[src/include/swc_pkg.sv]
package swc_pkg;
  // register indices as printed, byte address is four times the index
  localparam logic [15:0] OPTION_IDX   = 16'h0081;
  localparam logic [15:0] CONFIG_IDX   = 16'h2007;
  localparam logic [15:0] STATUS_IDX   = 16'h0100;
  localparam logic [15:0] IRQ_STAT_IDX = 16'h0101;
  localparam logic [15:0] IRQ_CLR_IDX  = 16'h0102;
  localparam logic [15:0] IRQ_EN_IDX   = 16'h0103;
  localparam logic [15:0] SRC_EN_IDX   = 16'h0104;
  localparam logic [15:0] CTRL_IDX     = 16'h0105;
  // reset values
  localparam logic [7:0]  OPTION_RST   = 8'hFF;
  localparam logic [7:0]  CONFIG_RST   = 8'hFF;
  // configuration and option fields
  localparam int          CFG_WDT_BIT  = 2;
  localparam int          CFG_FOSC2    = 4;
  localparam int          CFG_FOSC1    = 1;
  localparam int          CFG_FOSC0    = 0;
  localparam int          OPT_PSA_BIT  = 3;
  // control register fields
  localparam int          CTRL_GIE_BIT = 0;
  // status fields
  localparam int          ST_PD_BIT    = 0;
  localparam int          ST_TO_BIT    = 1;
  localparam int          ST_SLEEP_BIT = 2;
  // sticky event bits
  localparam int          EV_SLEEP     = 0;
  localparam int          EV_WAKE      = 1;
  localparam int          EV_WDT       = 2;
  localparam int          EV_NOP       = 3;
  localparam int          EV_W         = 4;
  // vector and timing
  localparam logic [12:0] IRQ_VECTOR   = 13'h0004;
  localparam int          OST_TOSC     = 1024;
  localparam int          RC_DELAY_NS  = 1000;
  localparam int          CLK_NS       = 8;
  localparam int          RC_CYC       = (RC_DELAY_NS + CLK_NS - 1) / CLK_NS;
  localparam int          WDT_MS       = 18;
  localparam int          WDT_CYC      = WDT_MS * 1000000 / CLK_NS;
endpackage

[src/rtl/swc_sleep_ctrl.sv]
// Local design decision: the APB slave port.
`timescale 1ns/1ps
module swc_sleep_ctrl #(
  parameter int N_SRC   = 8,
  parameter int PC_W    = 13,
  parameter int WDT_CYC = swc_pkg::WDT_CYC,
  parameter int OST_CYC = swc_pkg::OST_TOSC
) (
  // clock and reset
  input  wire logic              ref_clk,
  input  wire logic              nrst,
  // apb slave
  input  wire logic              psel,
  input  wire logic              penable,
  input  wire logic              pwrite,
  input  wire logic [17:0]       paddr,
  input  wire logic [31:0]       pwdata,
  output logic                   pready,
  output logic [31:0]            prdata,
  output logic                   pslverr,
  // core side
  input  wire logic              sleepExec,
  input  wire logic [PC_W-1:0]   corePc,
  input  wire logic              wdtClear,
  output logic                   coreStall,
  output logic                   sleepNop,
  output logic                   fetchEn,
  output logic [PC_W-1:0]        fetchAddr,
  output logic                   vectorReq,
  output logic [PC_W-1:0]        vectorAddr,
  output logic                   internalReset,
  // interrupt sources
  input  wire logic [N_SRC-1:0]  srcFlag,
  // pins
  input  wire logic              master_clear_pin,
  output logic                   masterClearOut,
  output logic                   masterClearOe,
  input  wire logic [7:0]        portOut,
  input  wire logic [7:0]        portOe,
  output logic [7:0]             padOut,
  output logic [7:0]             padOe,
  output logic                   oscDriverEn,
  output logic                   power_down_flag,
  output logic                   expiry_flag,
  // interrupt line
  output logic                   irq
);
  // elaboration-time refusal of values the logic cannot serve
  if (N_SRC < 1 || N_SRC > 8 || PC_W < 4 || WDT_CYC < 2 || OST_CYC < 1)
  begin : g_bad_param
    $error("swc_sleep_ctrl: unsupported parameter value");
  end

  typedef enum logic [1:0] {ST_RUN, ST_SLEEP, ST_OST, ST_RESUME} swc_state_e;

  ////////////////////////////////////////////////////////////////////////////
  // registers and state
  swc_state_e             state_reg;          // power state
  logic [7:0]             option_control_reg; // option bits
  logic [7:0]             config_word_reg;    // configuration bits
  logic [N_SRC-1:0]       srcEnable_reg;      // per source wake enables
  logic                   gie_reg;            // global_irq_enable
  logic [swc_pkg::EV_W-1:0] evStat_reg;       // sticky events
  logic [swc_pkg::EV_W-1:0] evEn_reg;         // event mask
  logic [31:0]            wdtCnt_reg;         // watchdog count
  logic [31:0]            ostCnt_reg;         // start-up count
  logic                   pd_reg;             // power_down_flag
  logic                   to_reg;             // expiry_flag
  logic                   vecPending_reg;     // vector after resumed instruction
  logic [7:0]             holdOut_reg;        // frozen port data
  logic [7:0]             holdOe_reg;         // frozen port enables
  logic [PC_W-1:0]        nextPc_reg;         // prefetched address

  logic                   wakeReq;
  logic                   wdtEn;
  logic                   wdtExpire;
  logic                   sleepGo;
  logic                   sleepBlock;
  logic                   rcMode;
  logic [31:0]            ostLoad;
  logic                   wr;
  logic                   rd;
  logic [15:0]            idx;
  logic                   hit;
  logic [swc_pkg::EV_W-1:0] evSet;

  ////////////////////////////////////////////////////////////////////////////
  // wake request from enabled sources
  swc_wake_req #(.N(N_SRC)) u_wake (
    .srcFlag   (srcFlag),
    .srcEnable (srcEnable_reg),
    .wakeReq   (wakeReq)
  );

  assign wdtEn      = config_word_reg[swc_pkg::CFG_WDT_BIT];
  assign wdtExpire  = wdtEn && (wdtCnt_reg == 32'(WDT_CYC - 1));
  // global disabled with a pending enabled source turns sleep into a no-op
  assign sleepBlock = !gie_reg && wakeReq;
  assign sleepGo    = (state_reg == ST_RUN) && sleepExec && !sleepBlock;
  assign sleepNop   = (state_reg == ST_RUN) && sleepExec && sleepBlock;
  // rc mode when oscillator select bits FOSC2 and FOSC1 are both high, FOSC0 not used
  assign rcMode     = config_word_reg[swc_pkg::CFG_FOSC2] &&
                      config_word_reg[swc_pkg::CFG_FOSC1];
  assign ostLoad    = rcMode ? 32'(swc_pkg::RC_CYC) : 32'(OST_CYC);

  ////////////////////////////////////////////////////////////////////////////
  // power state machine
  always_ff @(posedge ref_clk)
  begin
    if (!nrst)
      state_reg <= ST_RUN;
    else if (!master_clear_pin)
      state_reg <= ST_RUN;                       // master clear resets
    else
    begin
      unique case (state_reg)
        ST_RUN:
          if (sleepGo)
            state_reg <= ST_SLEEP;
        ST_SLEEP:
          if (wakeReq || wdtExpire)              // continuation wakes
            state_reg <= ST_OST;
        ST_OST:
          if (ostCnt_reg == 32'd1)
            state_reg <= ST_RESUME;              // start-up elapsed
        ST_RESUME:
          state_reg <= ST_RUN;                   // run instruction after sleep
      endcase
    end
  end

  // oscillator start-up counter
  always_ff @(posedge ref_clk)
  begin
    if (!nrst)
      ostCnt_reg <= 32'd0;
    else if (state_reg == ST_SLEEP)
      ostCnt_reg <= ostLoad;
    else if (state_reg == ST_OST && ostCnt_reg != 32'd0)
      ostCnt_reg <= ostCnt_reg - 32'd1;
  end

  ////////////////////////////////////////////////////////////////////////////
  // watchdog: keeps running asleep, cleared on sleep and on source or expiry wakes, not on master clear
  always_ff @(posedge ref_clk)
  begin
    if (!nrst)
      wdtCnt_reg <= 32'd0;
    else if (!wdtEn)
      wdtCnt_reg <= 32'd0;
    else if (sleepGo || wdtClear || wdtExpire)
      wdtCnt_reg <= 32'd0;
    else if (state_reg == ST_SLEEP && wakeReq)
      wdtCnt_reg <= 32'd0;
    else
      wdtCnt_reg <= wdtCnt_reg + 32'd1;
  end

  // awake expiry resets the core internally; the pin is never pulled
  always_ff @(posedge ref_clk)
  begin
    if (!nrst)
      internalReset <= 1'b0;
    else
      internalReset <= wdtExpire && (state_reg != ST_SLEEP) && (state_reg != ST_OST);
  end
  assign masterClearOut = 1'b0;
  assign masterClearOe  = 1'b0;

  ////////////////////////////////////////////////////////////////////////////
  // power-down and expiry flags
  always_ff @(posedge ref_clk)
  begin
    if (!nrst)
    begin
      pd_reg <= 1'b1;                            // set at power-up
      to_reg <= 1'b1;
    end
    else if (sleepGo)
    begin
      pd_reg <= 1'b0;
      to_reg <= 1'b1;
    end
    else if (wdtExpire)
      to_reg <= 1'b0;                            // watchdog caused it
    else if (wdtClear)
    begin
      pd_reg <= 1'b1;
      to_reg <= 1'b1;
    end
  end
  assign power_down_flag = pd_reg;
  assign expiry_flag     = to_reg;

  ////////////////////////////////////////////////////////////////////////////
  // prefetch of the instruction after sleep and vector decision
  always_ff @(posedge ref_clk)
  begin
    if (!nrst)
      nextPc_reg <= '0;
    else if (sleepExec && state_reg == ST_RUN)
      nextPc_reg <= corePc + PC_W'(1);
  end
  assign fetchEn   = (state_reg == ST_RUN) && sleepExec;
  assign fetchAddr = nextPc_reg;

  always_ff @(posedge ref_clk)
  begin
    if (!nrst)
      vecPending_reg <= 1'b0;
    else if (state_reg == ST_SLEEP && wakeReq)
      vecPending_reg <= gie_reg;
    else if (state_reg == ST_RUN)
      vecPending_reg <= 1'b0;
  end
  // raised one cycle after resume, i.e. after the in-line instruction
  always_ff @(posedge ref_clk)
  begin
    if (!nrst)
      vectorReq <= 1'b0;
    else
      vectorReq <= (state_reg == ST_RESUME) && vecPending_reg;
  end
  assign vectorAddr = PC_W'(swc_pkg::IRQ_VECTOR);

  assign coreStall   = (state_reg != ST_RUN);
  assign oscDriverEn = (state_reg == ST_RUN) || (state_reg == ST_RESUME) ||
                       (state_reg == ST_OST);    // off only while asleep

  ////////////////////////////////////////////////////////////////////////////
  // port hold: snapshot at entry, replayed until the core runs again
  always_ff @(posedge ref_clk)
  begin
    if (!nrst)
    begin
      holdOut_reg <= 8'h00;
      holdOe_reg  <= 8'h00;
    end
    else if (sleepGo)
    begin
      holdOut_reg <= portOut;
      holdOe_reg  <= portOe;
    end
  end
  assign padOut = (state_reg == ST_RUN) ? portOut : holdOut_reg;
  assign padOe  = (state_reg == ST_RUN) ? portOe  : holdOe_reg;

  ////////////////////////////////////////////////////////////////////////////
  // apb decode: zero wait states, unmapped index answers with pslverr
  assign idx   = paddr[17:2];
  assign wr    = psel && penable && pwrite;
  assign rd    = psel && penable && !pwrite;
  assign hit   = (idx == swc_pkg::OPTION_IDX) || (idx == swc_pkg::CONFIG_IDX) ||
                 (idx == swc_pkg::STATUS_IDX) || (idx == swc_pkg::IRQ_STAT_IDX) ||
                 (idx == swc_pkg::IRQ_CLR_IDX) || (idx == swc_pkg::IRQ_EN_IDX) ||
                 (idx == swc_pkg::SRC_EN_IDX) || (idx == swc_pkg::CTRL_IDX);
  assign pready  = 1'b1;
  assign pslverr = psel && penable && !hit;

  // writable registers
  always_ff @(posedge ref_clk)
  begin
    if (!nrst)
    begin
      option_control_reg <= swc_pkg::OPTION_RST;
      config_word_reg    <= swc_pkg::CONFIG_RST;
      srcEnable_reg      <= '0;
      gie_reg            <= 1'b0;
      evEn_reg           <= '0;
    end
    else if (wr)
    begin
      if (idx == swc_pkg::OPTION_IDX)
        option_control_reg <= pwdata[7:0];
      if (idx == swc_pkg::CONFIG_IDX)
        config_word_reg <= pwdata[7:0];
      if (idx == swc_pkg::SRC_EN_IDX)
        srcEnable_reg <= pwdata[N_SRC-1:0];
      if (idx == swc_pkg::CTRL_IDX)
        gie_reg <= pwdata[swc_pkg::CTRL_GIE_BIT];
      if (idx == swc_pkg::IRQ_EN_IDX)
        evEn_reg <= pwdata[swc_pkg::EV_W-1:0];
    end
  end

  // sticky events; a new event wins over a clear in the same cycle
  assign evSet = {sleepNop, wdtExpire, (state_reg == ST_OST && ostCnt_reg == 32'd1),
                  sleepGo};
  always_ff @(posedge ref_clk)
  begin
    if (!nrst)
      evStat_reg <= '0;
    else if (wr && idx == swc_pkg::IRQ_CLR_IDX)
      evStat_reg <= (evStat_reg & ~pwdata[swc_pkg::EV_W-1:0]) | evSet;
    else
      evStat_reg <= evStat_reg | evSet;
  end
  assign irq = |(evStat_reg & evEn_reg);

  // read data registered at the setup phase
  always_ff @(posedge ref_clk)
  begin
    if (!nrst)
      prdata <= 32'h0000_0000;
    else if (psel && !penable && !pwrite)
    begin
      unique case (1'b1)
        idx == swc_pkg::OPTION_IDX:   prdata <= {24'h0, option_control_reg};
        idx == swc_pkg::CONFIG_IDX:   prdata <= {24'h0, config_word_reg};
        idx == swc_pkg::STATUS_IDX:   prdata <= {29'h0, state_reg == ST_SLEEP, to_reg, pd_reg};
        idx == swc_pkg::IRQ_STAT_IDX: prdata <= {28'h0, evStat_reg};
        idx == swc_pkg::IRQ_EN_IDX:   prdata <= {28'h0, evEn_reg};
        idx == swc_pkg::SRC_EN_IDX:   prdata <= 32'(srcEnable_reg);
        idx == swc_pkg::CTRL_IDX:     prdata <= {31'h0, gie_reg};
        default:                      prdata <= 32'h0000_0000;
      endcase
    end
  end
endmodule

[src/rtl/swc_wake_req.sv]
`timescale 1ns/1ps
// combines interrupt flags with their enables into one wake request
module swc_wake_req #(
  parameter int N = 8
) (
  // sources
  input  wire logic [N-1:0] srcFlag,
  input  wire logic [N-1:0] srcEnable,
  // result
  output logic              wakeReq
);
  logic [N-1:0] hit;
  // one and-gate per source; global enable deliberately not involved
  for (genvar i = 0; i < N; i++)
  begin : g_src
    assign hit[i] = srcFlag[i] & srcEnable[i];
  end
  assign wakeReq = |hit;
endmodule

[config.mk]
export PLATFORM = sky130hd
export DESIGN_NAME = swc_sleep_ctrl
export DESIGN_NICKNAME = d
export VERILOG_FILES = /design/src/include/swc_pkg.sv /design/src/rtl/swc_sleep_ctrl.sv /design/src/rtl/swc_wake_req.sv
export SDC_FILE = /design/constraint.sdc
export NUM_CORES = 1
export LEC_CHECK = 0
export BUFFER_PORTS_ARGS = -buffer_cell sky130_fd_sc_hd__buf_2
export CORE_UTILIZATION = 48
export DETAILED_ROUTE_END_ITERATION = 10
export GPL_ROUTABILITY_DRIVEN = 0
export PLACE_DENSITY = 0.77
export SLEW_MARGIN = 30
export SYNTH_ARGS = -nofsm -noshare
export SYNTH_HDL_FRONTEND = slang
export SYNTH_SLANG_ARGS = --single-unit
export TNS_END_PERCENT = 100
[constraint.sdc]
create_clock -name ref_clk -period 2.3 [get_ports ref_clk]
set_input_delay 0.46 -clock ref_clk [delete_from_list [all_inputs] [get_ports ref_clk]]
set_output_delay 0.46 -clock ref_clk [all_outputs]
set_load 0.02 [all_outputs]
==> flow_summary.json, run 1 <==
{
  "power.leakage_uw": 0.003507,
  "report.final.slew_viol_count": 0,
  "antenna_found_initial": 2,
  "clock_path_buffers": 2,
  "p_per_area_nw_per_um2": 743.0,
  "drv_cap": 0,
  "drive_gt1_share_pct": 23.72,
  "synth_compound_area_share_pct": 10.82,
  "core_um2": 13990,
  "clock_sinks": 141,
  "tns_ps": 0,
  "layout_min_cycle_time_ps": 2266,
  "clkTransAtPathRegs_ps": 60,
  "period_share_pct": 98.53,
  "synth_top_family_by_area": "simple AND/OR/NAND/NOR gates",
  "tightest_slew_ps": 703.8,
  "yosys.cell_types.count": 58,
  "ys.flop_type": "dfxtp_1",
  "chipWidth_um": 122.2,
  "h-tree-depth": 4,
  "outcome": "finished, final reports clean",
  "ctsHoldBuffers": 0,
  "cp_cell_sequence": "inv_2 -> ha_4 -> bufbuf_16 -> mux2_2 -> buf_2",
  "synth_cells": 822,
  "hold_viol_final": 0,
  "drcViolationCount": 0,
  "overflow": 0,
  "fin_ws_ps": 33.71,
  "synth_area_leaders": "dfxtp_1, nand2_1, nor2_1",
  "clock_skew_ps": 7.822,
  "root_buffer": "clkbuf_16",
  "cts_buffers": 17,
  "end_kind": "primary output",
  "num_rows": 43,
  "startpoint_type": "flip-flop",
  "hpwl_um": 11580,
  "synth_enable_flop_cells": 0,
  "postRouteAntennaNets": 0,
  "ys_seq_area_share_pct": 40.68,
  "finalWirelength_um": 16660,
  "tritoncts": "yes",
  "critPathMaxFanout": 9,
  "ir_drop_uv": 576.0,
  "worst_ep_required_time_ps": 1840,
  "synth_common_cells": "dfxtp_1, nand2_1, nor2_1",
  "instances_no_fill": 1155,
  "syn_to_final_growth_pct": 22.97,
  "drt_iter0_drc": 403,
  "dr_total_vias": 6209,
  "die_y_um": 122.2,
  "dp_slack_ps": -202.8,
  "track_usage_pct": 22.66,
  "synth_most_common_cell": "dfxtp_1",
  "yosys_warnings": 0,
  "fmax_mhz": 441.3,
  "grt_max_degree": 48,
  "hold_path.class": "input pin to flip-flop",
  "synthAdderAreaFrac_pct": 1.803,
  "setup_viol": 0,
  "p_total_uw": 6340,
  "cp_slowest_stage_delay_ps": 350,
  "first_global_vias": 5687,
  "synth_top_area_share_pct": 40.68,
  "async_reset_ff_share_pct": 0,
  "critPathKind": "flip-flop to primary output",
  "grt_first_pass_wirelength_um": 26590,
  "synth_area_um2": 6939,
  "slew_headroom_pct": 53.00,
  "synth_seq_cells": 141,
  "drt_first_pass_iters": 6,
  "pin_count": 182,
  "arrival_ps": 1810,
  "wl_per_cell_um": 14.43,
  "synthSimpleGateAreaFrac_pct": 26.85,
  "synth.avg_cell_area_um2": 8.442,
  "start_util_pct": 49.61,
  "synth_xor_area_share_pct": 7.952,
  "yosys.area.top_type": "dfxtp_1",
  "vias_per_cell": 5.376,
  "clk_latency_ps": 430,
  "final_nets": 1066,
  "die_area_um2": 14940,
  "port_buffers": 115,
  "synthMuxAreaShare_pct": 4.508,
  "critPathSlowestCell": "dfxtp_1",
  "dp_cells": 1118
}
-- power by group --
group / total, uW / internal, uW / switching [uW]
combinational: 797 / 302 / 494
clock: 3000 / 1980 / 1020
sequential: 2550 / 2500 / 43.7
-- what timing repair did --
item / in CTS / in global routing
gates resized for setup: 7 / 7
endpoints found under the setup margin: 17 / 57
pin swaps: 0 / 2
gates cloned: 1 / 0
buffers inserted: 0 / 3
-- area by class of cell --
type	instances	area, um^2
Clock inverter	11	188.9
Fill cell	1232	5455
Clock buffer	21	460.4
Multi-Input combinational cell	625	3812
Tap cell	180	225.2
Timing Repair Buffer	157	948.4
Inverter	19	71.32
Antenna cell	1	2.502
Sequential cell	141	2824
-- layout by cell type (no fill, tap or decap), types with 6 or more instances in the layout --
cell	n
dfxtp_1	140
buf_2	115
nand2_1	107
nor2_1	104
nand3_1	49
xor2_1	42
conb_1	40
buf_4	38
a21oi_1	37
xnor2_1	21
mux2_2	18
inv_1	17
clkbuf_16	17
a22oi_1	16
and3_1	15
nor3_1	14
nand4_1	12
o21ai_0	12
a211oi_1	12
mux2i_1	11
o211ai_1	10
nor4_1	9
ha_1	9
nand2b_1	6
nand4b_1	6
nand3b_1	6
-- metal layers --
| layer | global-route usage (%) | part of all wire, % | wire length, um | up-vias |
|---|---|---|---|---|
| met2 | 38.20 | 49 | 8118 | 218 |
| met1 | 27.21 | 42 | 7064 | 2880 |
| met3 | 6.413 | 6.5 | 1081 | 29 |
| met4 | 8.689 | 2.3 | 386 | 2 |
| li1 | - | - | - | 3080 |
| met5 | 0 | 0.078 | 13 | - |
-- metrics by stage --
step                area, um^2  utilization, %  hold WS, ps
finish                    8533           61.00        252.7
global route              8533           61.00        241.7
CTS                       8473           60.57        240.2
detailed placement        7766           55.52        441.2
global placement          7759           55.47        434.8
floorplan                 7082               -        426.1
-- critical path, delay by kind of cell, from the launching register on --
kind	cells	cell delay, ps
muxes	1	330
DFF	1	350
buffers and inverters	3	540
adders and majority gates	1	160
-- logic make-up (layout without fill, tap and decap cells) --
| logic type | count (synthesis) | count (layout) |
|---|---|---|
| adder cells (fa/ha/maj) | 10 | 10 |
| XOR/XNOR | 63 | 63 |
| flip-flops | 141 | 141 |
| buffers and inverters | 94 | 208 |
| AND/OR/NAND/NOR | 372 | 372 |
| multiplexers | 29 | 29 |
| AO/OA/AOI/OAI | 111 | 111 |
| other | 2 | 41 |
-- final timing paths --
check             slack [ps]                         to  cells past startpoint                   startpoint
setup reg to reg          80  state_reg[1]$_SDFFE_PN0P_                      7  ostCnt_reg[18]$_SDFFE_PN0P_
setup / recovery          30                  padOut[0]                      5    state_reg[0]$_SDFFE_PN0P_
hold reg to reg          450     prdata[5]$_SDFFE_PN0P_                      2       prdata[5]$_SDFFE_PN0P_
hold / removal           250  fetchAddr[0]$_SDFFE_PN0P_                      2                    corePc[0]
(Power assumes the default switching activity.)
==> inputs of run 2 (changes only) <==
- GPL_TIMING_DRIVEN: unset -> 0
==> run 2 against run 1 <==
- clock skew hardly changed
- global-route usage rose by 1.6 points
- critical path depth rose by 5
- core utilization up 2.4 points
- power fell by 2.2%
- die area is the same
- final area is 3.9% higher
- worst hold slack gained 5.5 ps
- sequential cell count stayed put
- clock power shrank 7.7%
- maximum frequency hardly changed
- largest power group unchanged
==> flow_summary.json, run 2 (same netlist as run 1, synthesis figures left out) <==
{
  "outcome": "finished, final reports clean",
  "wl_per_cell_um": 15.15,
  "final_nets": 1110,
  "overflow": 0,
  "critPathKind": "flip-flop to flip-flop",
  "num_rows": 43,
  "layout_min_cycle_time_ps": 2267,
  "mostFrequentLayoutCell": "dfxtp_1",
  "clock_sinks": 141,
  "report.final.slew_viol_count": 0,
  "drt_first_pass_iters": 5,
  "seqCellArea_um2": 2831,
  "min_path_cells": 2,
  "whs_ps": 258.2,
  "rr_worst_depth": 10,
  "track_usage_pct": 24.31,
  "finalWirelength_um": 18160,
  "clk_latency_ps": 420,
  "vias_per_cell": 5.381,
  "grt_first_pass_wirelength_um": 28480,
  "critPathMaxFanout": 7,
  "grt_max_degree": 17,
  "slew_headroom_pct": 46.62,
  "core_um2": 13990,
  "startpoint_type": "flip-flop",
  "power.leakage_uw": 0.003685,
  "syn_to_final_growth_pct": 27.75,
  "drive_gt1_share_pct": 26.62,
  "start_util_pct": 49.61,
  "h-tree-depth": 4,
  "die_area_um2": 14940,
  "period_share_pct": 98.57,
  "p_per_area_nw_per_um2": 699.7,
  "clock_skew_ps": 8.092,
  "tightest_slew_ps": 793.4,
  "drt_iter0_drc": 368,
  "hpwl_um": 12670,
  "drcViolationCount": 0,
  "die_y_um": 122.2,
  "setup_viol": 0,
  "mostFrequentLayoutCells": "dfxtp_1, buf_2, nand2_1, nor2_1, buf_4",
  "multiInputGateArea_um2": 3933,
  "dpl_cell_area_um2": 7890,
  "antenna_found_initial": 2,
  "chipWidth_um": 122.2,
  "postRouteAntennaNets": 0,
  "root_buffer": "clkbuf_16",
  "dr_total_vias": 6452,
  "hold_viol_final": 0,
  "fmax_mhz": 441.1,
  "drv_cap": 0,
  "pin_count": 182,
  "cts_buffers": 17,
  "tritoncts": "yes",
  "final_cell_area_um2": 8865,
  "worst_ep_required_time_ps": 2590,
  "p_total_uw": 6203,
  "first_global_vias": 5942,
  "ir_drop_uv": 566.7,
  "arrival_ps": 2560,
  "port_buffers": 115,
  "filler_cell_count": 1223,
  "clock_path_buffers": 2,
  "hold_path.class": "input pin to flip-flop",
  "end_kind": "flip-flop",
  "clkTransAtPathRegs_ps": 60
}
[run 2: cell type report]
type	count	share of cell area (%)
Timing Repair Buffer	128	7.805
Sequential cell	141	31.94
Inverter	19	0.8327
Clock buffer	25	5.476
Buffer	73	5.773
Tap cell	180	2.541
Antenna cell	1	0.02823
Clock inverter	7	1.242
Multi-Input combinational cell	625	44.36
[run 2: layer usage]
metal | part of all wire, % | vias up | GRT usage, %
met5 | 0.072 | - | 0
met2 | 50 | 223 | 41.85
li1 | - | 3172 | -
met4 | 2.2 | 2 | 10.21
met1 | 41 | 3019 | 28.90
met3 | 6.1 | 36 | 5.623
[run 2: power breakdown]
| part | internal, uW | switching [uW] | total (uW) |
|---|---|---|---|
| Sequential | 2500 | 47.8 | 2550 |
| Clock | 1780 | 988 | 2770 |
| Combinational | 342 | 537 | 879 |
[run 2: worst paths after layout]
kind                                                  from                     endpoint  slack [ps]
worst min-delay path                             corePc[0]    fetchAddr[0]$_SDFFE_PN0P_         260
worst max-delay path            ostCnt_reg[1]$_SDFFE_PN0P_  ostCnt_reg[22]$_SDFFE_PN0P_          30
worst max register to register  ostCnt_reg[1]$_SDFFE_PN0P_  ostCnt_reg[22]$_SDFFE_PN0P_          30
worst min register to register      prdata[7]$_SDFFE_PN0P_       prdata[7]$_SDFFE_PN0P_         450
[run 2: what timing repair did]
action | CTS | global route
setup buffers | 7 | 6
gates resized for setup | 43 | 34
gates cloned | 0 | 0
endpoints found under the setup margin | 84 | 79
hold buffers | 0 | 0
endpoints found under the hold margin | 0 | 0
pin swaps | 3 | 6
[run 2: critical path, cell delays in order (launching register included)]
cell and delay (ps):
dfxtp_1 330, inv_1 160, ha_4 190, nor4bb_4 320
buf_4 190, nand2_1 90, a311oi_4 320, buf_6 170
nor2b_1 180, xnor2_1 140, nor2_1 50
[run 2: stage by stage]
step                      setup slack (ps)  setup TNS (ps)  instances  utilization (%)
after floorplan                      99.51               0        860                -
after global placement              -456.4          -20090       1155            56.35
after detailed placement            -552.9          -23980       1155            56.40
after CTS                           0.6348               0       1193            62.23
after global routing                -44.11          -137.4       1199            63.37
final                                32.89               0       1199            63.37
